[config.mk]
export PLATFORM = sky130hd
export DESIGN_NAME = supply_voltage_detect_ctrl
export DESIGN_NICKNAME = d
export VERILOG_FILES = /design/src/hdl/svd_ctrl_pkg.sv /design/src/hdl/sync2.sv /design/src/hdl/supply_voltage_detect_ctrl.sv
export VERILOG_INCLUDE_DIRS = /design/src /design/src/hdl
export SDC_FILE = /design/constraint.sdc
export NUM_CORES = 1
export LEC_CHECK = 0
export BUFFER_PORTS_ARGS = -buffer_cell sky130_fd_sc_hd__buf_2
export CAP_MARGIN = 25
export CORE_MARGIN = 1
export CORE_UTILIZATION = 40
export CTS_BUF_LIST = sky130_fd_sc_hd__clkbuf_4
export CTS_CLUSTER_DIAMETER = 40
export DETAILED_ROUTE_END_ITERATION = 7
export PLACE_DENSITY = 0.68
export SETUP_SLACK_MARGIN = 0.4
export SLEW_MARGIN = 25
export SYNTH_ARGS = -nofsm -noshare
export SYNTH_HDL_FRONTEND = slang
export SYNTH_SLANG_ARGS = --single-unit
[constraint.sdc]
create_clock -name sys_clk_i -period 1.7 [get_ports sys_clk_i]
set_input_delay 0.085 -clock sys_clk_i [delete_from_list [all_inputs] [get_ports sys_clk_i]]
set_output_delay 0.085 -clock sys_clk_i [all_outputs]
set_load 0.05 [all_outputs]
[src/hdl/svd_ctrl_defs.svh]
// Offsets, field positions, reset values and timing counts of the supply voltage detector
`ifndef SVD_CTRL_DEFS_SVH
`define SVD_CTRL_DEFS_SVH

`define ADDR_W                16
`define DATA_W                4
`define OFF_THRESHOLD_SELECT  16'hFF04
`define OFF_DETECTOR_CONTROL  16'hFF05
`define OFF_IRQ_STATUS        16'hFF06
`define OFF_IRQ_MASK          16'hFF08
`define BIT_DETECTOR_ENABLE   0
`define BIT_LOW_SUPPLY_RESULT 1
`define BIT_IRQ_DONE          0
`define BIT_IRQ_LOW           1
`define BIT_IRQ_EARLY         2
`define RST_THRESHOLD         4'h0
`define RST_CONTROL           4'h0
`define SETTLE_TIME_US        100
`define CLK_MHZ               100
`define SETTLE_CYCLES         (`SETTLE_TIME_US * `CLK_MHZ)

`endif

[src/hdl/svd_ctrl_pkg.sv]
// Types shared by the supply voltage detector control block
package svd_ctrl_pkg;
    typedef struct packed {
        logic       wr;
        logic       rd;
        logic [15:0] addr;
        logic [3:0] wdata;
    } bus_req_s;

    typedef enum logic [1:0] {
        DET_OFF,
        DET_SETTLING,
        DET_SETTLED
    } det_state_e;
endpackage : svd_ctrl_pkg

[src/hdl/sync2.sv]
// Two-flop synchroniser for a level from outside the clock domain
`timescale 1ns/1ps
module sync2 (
    input  wire logic sys_clk_i,
    input  wire logic sys_rst_i,
    input  wire logic d_i,
    output logic      q_o
);
    logic meta_reg;
    logic meta_next;
    logic q_next;

    always_comb begin
        meta_next = d_i;
        q_next    = meta_reg;
    end

    always_ff @(posedge sys_clk_i) begin
        if (sys_rst_i) begin
            meta_reg <= 1'b0;
            q_o      <= 1'b0;
        end else begin
            meta_reg <= meta_next;
            q_o      <= q_next;
        end
    end
endmodule : sync2

[src/hdl/supply_voltage_detect_ctrl.sv]
// Control and result registers of the on-chip supply voltage detector
// How it works
// - Four-bit threshold code picks 1.30 V plus 0.10 V per step, read/write.
// - Reset clears the threshold code to zero, the lowest level.
// - Enable bit powers the comparator, reads back, resets to zero.
// - On enable falling one to zero, comparator outcome is latched, then off.
// - Result reads zero when supply at or above threshold, one when below.
// - Result holds the last captured value; writes to it do nothing.
// - Reset clears the result latch to zero, meaning normal supply.
// - Upper two bits of the control/result register always read zero.
//
// Strobed register access was left to the implementer.
`timescale 1ns/1ps
`include "svd_ctrl_defs.svh"
module supply_voltage_detect_ctrl
    import svd_ctrl_pkg::*;
#(
    parameter int SETTLE_CYCLES = `SETTLE_CYCLES
) (
    input  wire logic                sys_clk_i,
    input  wire logic                sys_rst_i,
    input  wire logic [`ADDR_W-1:0]  addr_i,
    input  wire logic [`DATA_W-1:0]  wdata_i,
    input  wire logic                wr_i,
    input  wire logic                rd_i,
    output logic      [`DATA_W-1:0]  rdata_o,
    input  wire logic                cmp_below_i,
    output logic                     detector_enable_o,
    output logic      [3:0]          threshold_select_o,
    output logic                     irq_o
);
    initial begin
        if (SETTLE_CYCLES < 1 || SETTLE_CYCLES > 1000000)
            $error("SETTLE_CYCLES out of range");
    end

    localparam int CNT_W = $clog2(SETTLE_CYCLES + 1);

    // ==========================================================
    // Bus request and comparator input
    // ==========================================================
    bus_req_s req;
    logic     cmp_below_sync;

    assign req = '{wr: wr_i, rd: rd_i, addr: addr_i, wdata: wdata_i};

    // Analogue comparator output is asynchronous to the system clock
    sync2 u_cmp_sync (
        .sys_clk_i (sys_clk_i),
        .sys_rst_i (sys_rst_i),
        .d_i       (cmp_below_i),
        .q_o       (cmp_below_sync)
    );

    function automatic logic hit(input logic [`ADDR_W-1:0] a, input logic [`ADDR_W-1:0] off);
        hit = (a == off);
    endfunction : hit

    // ==========================================================
    // Registers
    // ==========================================================
    logic [3:0]         thr_reg, thr_next;
    logic               en_reg, en_next;
    logic               result_reg, result_next;
    logic [2:0]         status_reg, status_next;
    logic [2:0]         mask_reg, mask_next;
    logic [3:0]         rdata_next;
    logic               irq_next;
    det_state_e         state_reg, state_next;
    logic [CNT_W-1:0]   cnt_reg, cnt_next;
    logic               disable_evt;

    always_comb begin
        thr_next    = thr_reg;
        en_next     = en_reg;
        result_next = result_reg;
        mask_next   = mask_reg;
        status_next = status_reg;
        state_next  = state_reg;
        cnt_next    = cnt_reg;

        if (req.wr && hit(req.addr, `OFF_THRESHOLD_SELECT))
            thr_next = req.wdata;
        if (req.wr && hit(req.addr, `OFF_DETECTOR_CONTROL))
            en_next = req.wdata[`BIT_DETECTOR_ENABLE];
        if (req.wr && hit(req.addr, `OFF_IRQ_MASK))
            mask_next = req.wdata[2:0];

        // Falling enable: latch the comparator outcome; result bit is write-ignored
        disable_evt = en_reg && !en_next;
        if (disable_evt)
            result_next = cmp_below_sync;

        // Settling tracker: flags a disable that came before the stable time
        case (state_reg)
            DET_OFF: begin
                cnt_next = '0;
                if (en_reg)
                    state_next = DET_SETTLING;
            end
            DET_SETTLING: begin
                if (cnt_reg == CNT_W'(SETTLE_CYCLES - 1))
                    state_next = DET_SETTLED;
                else
                    cnt_next = cnt_reg + CNT_W'(1);
            end
            DET_SETTLED: begin
            end
            default: state_next = DET_OFF;
        endcase
        if (!en_reg)
            state_next = DET_OFF;

        // Write-one-to-clear, then events set; set wins over clear
        if (req.wr && hit(req.addr, `OFF_IRQ_STATUS))
            status_next = status_reg & ~req.wdata[2:0];
        if (disable_evt) begin
            status_next[`BIT_IRQ_DONE] = 1'b1;
            if (cmp_below_sync)
                status_next[`BIT_IRQ_LOW] = 1'b1;
            if (state_reg != DET_SETTLED)
                status_next[`BIT_IRQ_EARLY] = 1'b1;
        end

        irq_next = |(status_next & mask_next);

        rdata_next = 4'h0;
        if (req.rd) begin
            if (hit(req.addr, `OFF_THRESHOLD_SELECT))
                rdata_next = thr_reg;
            else if (hit(req.addr, `OFF_DETECTOR_CONTROL))
                rdata_next = {2'b00, result_reg, en_reg};
            else if (hit(req.addr, `OFF_IRQ_STATUS))
                rdata_next = {1'b0, status_reg};
            else if (hit(req.addr, `OFF_IRQ_MASK))
                rdata_next = {1'b0, mask_reg};
        end
    end

    always_ff @(posedge sys_clk_i) begin
        if (sys_rst_i) begin
            thr_reg            <= `RST_THRESHOLD;
            en_reg             <= 1'b0;
            result_reg         <= 1'b0;
            status_reg         <= 3'h0;
            mask_reg           <= 3'h0;
            state_reg          <= DET_OFF;
            cnt_reg            <= '0;
            rdata_o            <= 4'h0;
            irq_o              <= 1'b0;
            detector_enable_o  <= 1'b0;
            threshold_select_o <= `RST_THRESHOLD;
        end else begin
            thr_reg            <= thr_next;
            en_reg             <= en_next;
            result_reg         <= result_next;
            status_reg         <= status_next;
            mask_reg           <= mask_next;
            state_reg          <= state_next;
            cnt_reg            <= cnt_next;
            rdata_o            <= rdata_next;
            irq_o              <= irq_next;
            // Mirrors of the registers so the analogue side sees them with the bus
            detector_enable_o  <= en_next;
            threshold_select_o <= thr_next;
        end
    end
endmodule : supply_voltage_detect_ctrl

Word-level counts from Yosys, hierarchy flattened
Index checks and enable logic that the tools add are counted.

storage, ports and cells
  register bits after elaboration = 35
  input port bits = 25
  output and inout bits = 10
  logic and storage cells = 55

operators by class
  $add $sub $neg = 1
  eq/ne operators = 10
  multiplexer cells = 14
  bitwise operators = 6
  reductions and logical operators = 13

operator list
  operator                                                                number
  16-bit equality test (second input constant)                            4
  14-bit case mux with 2 select lines                                     1
  3-bit two-way mux                                                       6
  14-bit by 1-bit adder with 14-bit output (second input constant)        1
  14-bit equality test (second input constant)                            1
  14-bit two-way mux                                                      1
  3-bit bitwise AND                                                       2
  2-bit != test (second input constant)                                   3
  2-bit case mux with 3 select lines                                      1
  1-bit logical AND                                                       5
  4-bit two-way mux                                                       1
  2-bit AND reduction                                                     2
  2-bit OR reduction                                                      2
  1-bit two-way mux                                                       3
  1-bit NOT                                                               3
  3-bit NOT                                                               1
  3-bit OR reduction                                                      1
  2-bit by 1-bit equality test with 1-bit output (second input constant)  1
  2-bit equality test (second input constant)                             1
  2-bit zero test                                                         1
  2-bit two-way mux                                                       1
  2-bit nonzero test                                                      1
  1-bit zero test                                                         1

Depth between registers and ports, before layout
  word-level depth = 8
  mapped depth = 6
  depth with buffers taken out = 6

Modules after synthesis
A second synthesis with hierarchy kept.

second synthesis, totals
  cells, all modules = 192
  area, all modules = 1724.2 um^2

by module, submodules not included
  module                      instances  cells each  area each (um^2)  seq. area each (um^2)
  supply_voltage_detect_ctrl  1          188         1671.6            660.6
  sync2                       1          4           52.6              40.0

Worst setup path after synthesis
Ideal clock, no wire load.

  path kind = reg-to-reg
  start point = reg cnt_reg[6]
  end point = reg cnt_reg[4]
  library setup time = 124 ps
  arrival = 1525 ps
  required time = 1576 ps
  path slack = 51 ps
  cell stages (with the launch flop) = 6
  path buffers = 0
  period minus slack after synthesis = 1649 ps
  cell sequence = dfxtp_1 -> or4b_4 -> nor4_4 -> a21o_4 -> or3_1 -> a21oi_1

between the ends
  longest elaborated chain between the ends = 3

RTL lines
  element                               line                               source
  start, declared                       supply_voltage_detect_ctrl.sv:70   logic [CNT_W-1:0] cnt_reg, cnt_next;
  start signal, assigned                supply_voltage_detect_ctrl.sv:160  cnt_reg <= cnt_next;
  14-bit equality test                  supply_voltage_detect_ctrl.sv:102  if (cnt_reg == CNT_W'(SETTLE_CYCLES - 1))
  2-bit != test (no source line)        -
  2-bit AND reduction (no source line)  -

No other way between the ends.
A chain may end at the register's enable or synchronous reset.

Worst setup path in the final report
  start point = reg cnt_reg[4]
  end point = reg cnt_reg[3]

Same word-level chain as after synthesis.

==> key figures <==
Pwr
  • Worst VDD drop: 0.0004352 V
  • Power Total: 1.479 mW
  • Pwr per Cell Area: 653.7 nW/um^2
  • Pleak: 0.8947 nW

Synth
  • Simple-Gate Fraction of Synth Area: 32.71%
  • Sequential area share after synthesis: 42.20%
  • Mux cell area share after synthesis: 4.220%
  • Post-Synth Adder-Cell Area: 0.7536%
  • Post-synth EDFFs: 0
  • Syn Area/Cell: 9.542 um^2
  • Synth unique cells: 41
  • Async set-reset flop share out of synthesis: 0%
  • Post-Synthesis Net Count: 200
  • Yosys warning count: 0
  • Largest family of logic cells by synthesized area: simple AND/OR/NAND/NOR gates
  • Synth Area in Compound Gates: 12.58%
  • Seq cells post-synth: 35
  • Xor/xnor share of the synthesized area: 5.275%
  • Synth Flop Type: dfxtp_1
  • Cells after Synth: 174
  • Synth Cell Area: 1660 um^2

Clocking
  • CTS buffer count: 5
  • Worst-skew pair later-pin latency: 0.33 ns
  • H-tree levels: 2
  • Clk sinks: 35
  • Clk root buf: clkbuf_4
  • Clock-pin slew on the worst setup and hold paths: 0.12 ns
  • CTS Buffer Depth: 2
  • TritonCTS clock tree: yes

Placement
  • Placed inst area: 1992 um^2
  • Placer Congestion: 0.7987
  • # placed instances: 265
  • Post-DP HPWL: 2541 um
  • Buffers added on ports: 34
  • Post-place setup slack: -0.02623 ns

Routing
  • Total number of vias: 1451
  • Post-route ant nets: 0
  • WL final: 3601 um
  • 1st-pass router iterations: 4
  • DRT iter0 DRCs: 84
  • Vias per cell: 5.164
  • DRC viols: 0
  • Routed len/inst: 12.81 um

Setup path
  • Critical path origin: cnt_reg[4]
  • Slowest stage delay, CP: 0.54 ns
  • Crit path max fanout: 4
  • FF-to-FF End: cnt_reg[3]
  • CP Cell Sequence: or4b_4 -> nor4_4 -> a211oi_1 -> xnor2_1 -> nor2_1
  • R2R depth: 5
  • Launch point of the worst reg-to-reg path: cnt_reg[4]
  • Startpoint types: flop
  • CP Capture Point: cnt_reg[3]
  • Critical-path top delay cell: or4b_4
  • Kind of critical path: reg -> reg
  • CP arrival: 1.94 ns
  • CP required: 1.90 ns
  • Crit end category: flop
  • Worst R2R Setup Slack: -0.05 ns

Worst hold path
  • Worst min path class: in -> reg

Cells and area
  • Layout area overhead: 36.25%
  • Most frequent cells in the layout: 34 x buf_2, 27 x nor2_1, 27 x dfxtp_1
  • Share of cells above drive strength 1: 42.42%
  • Post-Route Utilization: 56.55%
  • Fill cells: 356
  • Finished Layout Cells: 281
  • Ant diodes: 0
  • Design area: 2262 um^2
  • Layout Nets: 256
  • Max reg flops: 14
  • Commonest non-fill, non-tap cell in the layout: buf_2

STA
  • Fin Clk Skew: 0.01266 ns
  • RSZ-0062 raised after global routing: yes
  • Worst-margin pin slew: 0.5077 ns
  • Setup ws final: -0.04537 ns
  • Crit path time final: 1.745 ns
  • Final Cycle Share: 102.7%
  • Hold Vio Cnt, Final: 1
  • Max Freq: 572.9 MHz
  • Slew headroom: 66.13%
  • Max Transition Viols Final: 0
  • Hold slack: -0.0003052 ns
  • Endpoints failing setup: 3

Global route
  • Total GRT Usage: 17.26%
  • Initial antenna violation count: 0
  • Vias in the first global route: 1336
  • GRT Residual Overflow: 0
  • Pin count of the biggest net entering global routing: 17
  • Global-route wire length before repair: 5782 um

Run status
  • Status: finished with violations
  • Violated checks: negative hold slack, negative setup slack

Floorplanning
  • Die width: 66.43 um
  • Row cnt: 23
  • Die area: 4412 um^2
  • Starting utilization of the core area: 41.51%
  • # IOs: 35
  • Die outline height: 66.43 um
  • Core area: 4000 um^2

Flow run
  • Max Cap Violations: 0
metal layers:
metal,vias up,track usage [%],wire [um]
li1,742,-,-
met1,688,20.59,1607
met2,19,29.34,1850
met3,2,5.000,122
met4,0,5.851,20
met5,-,0,0
power by group:
| part | internal, mW | switching (mW) | total (mW) |
|---|---|---|---|
| registers | 0.820 | 0.000660 | 0.821 |
| clock network | 0.303 | 0.277 | 0.579 |
| logic | 0.0419 | 0.0369 | 0.0788 |
| total | 1.16 | 0.314 | 1.48 |
cells by family after synthesis:
family / Yosys count
xor+xnor: 10
flops: 35
buf+inv: 10
fa+ha+maj: 1
mux: 7
compound gates: 29
simple gates: 82
what timing repair did:
action | 4_1_cts | 5_1_grt
hold endpoints to repair | 3 | 0
gates resized for setup | 9 | 23
gates cloned | 0 | 0
setup buffers | 2 | 4
pin swaps | 2 | 4
endpoints found under the setup margin | 16 | 16
hold buffers | 2 | 0
layout make-up:
class | instances | area [um^2] | share of cell area [%]
Clock buffer | 5 | 37.54 | 1.659
Clock inverter | 3 | 38.79 | 1.715
Inverter | 5 | 18.77 | 0.8296
Multi-Input combinational cell | 129 | 1055 | 46.63
Sequential cell | 35 | 713.2 | 31.53
Tap cell | 50 | 62.56 | 2.765
Timing Repair Buffer | 54 | 336.6 | 14.88
critical path: cells and delay by family, from the launching register on:
| family | cells | cell delay, ns |
|---|---|---|
| AND/OR/NAND/NOR | 3 | 0.95 |
| flip-flops | 1 | 0.34 |
| AO/OA/AOI/OAI | 1 | 0.16 |
| XOR/XNOR | 1 | 0.17 |
cell usage after synthesis, drive strengths merged, types with 4 or more instances:
cell type  instances  area (um^2)
a31oi              4        25.02
inv                5        18.77
a21oi              5        25.02
or4b               4        47.55
mux2i              7        70.07
xor2               4        35.03
a22oi              5        37.54
and3               7        45.05
nand4bb            4        77.57
nor2b              5        31.28
nor3               4        20.02
nor4               7        80.07
nand2              7        26.28
dfxtp             35        700.7
xnor2              6        52.55
clkbuf             5        18.77
nor2              29        108.9
worst min path at each step:
stage / startpoint / endpoint / slack (ns) / cells past startpoint
global placement: cmp_below_i / u_cmp_sync.meta_reg / 0.31 / 2
global route: wdata_i[3] / thr_reg[3] / 0.009 / 3
detailed placement: cmp_below_i / u_cmp_sync.meta_reg / 0.31 / 2
floorplan: cmp_below_i / u_cmp_sync.meta_reg / 0.21 / 1
CTS: wdata_i[3] / thr_reg[3] / 0.007 / 3
finish: wdata_i[3] / thr_reg[3] / -0.0003 / 3
through the flow:
stage / hold slack [ns] / setup TNS, ns
global placement: 0.3103 / 0
floorplan: 0.2132 / 0
CTS: 0.006905 / -0.04190
global route: 0.008672 / -0.3824
detailed placement: 0.3147 / -0.05197
finish: -0.0003052 / -0.08538
No activity file was read; power rests on OpenSTA's default activity.
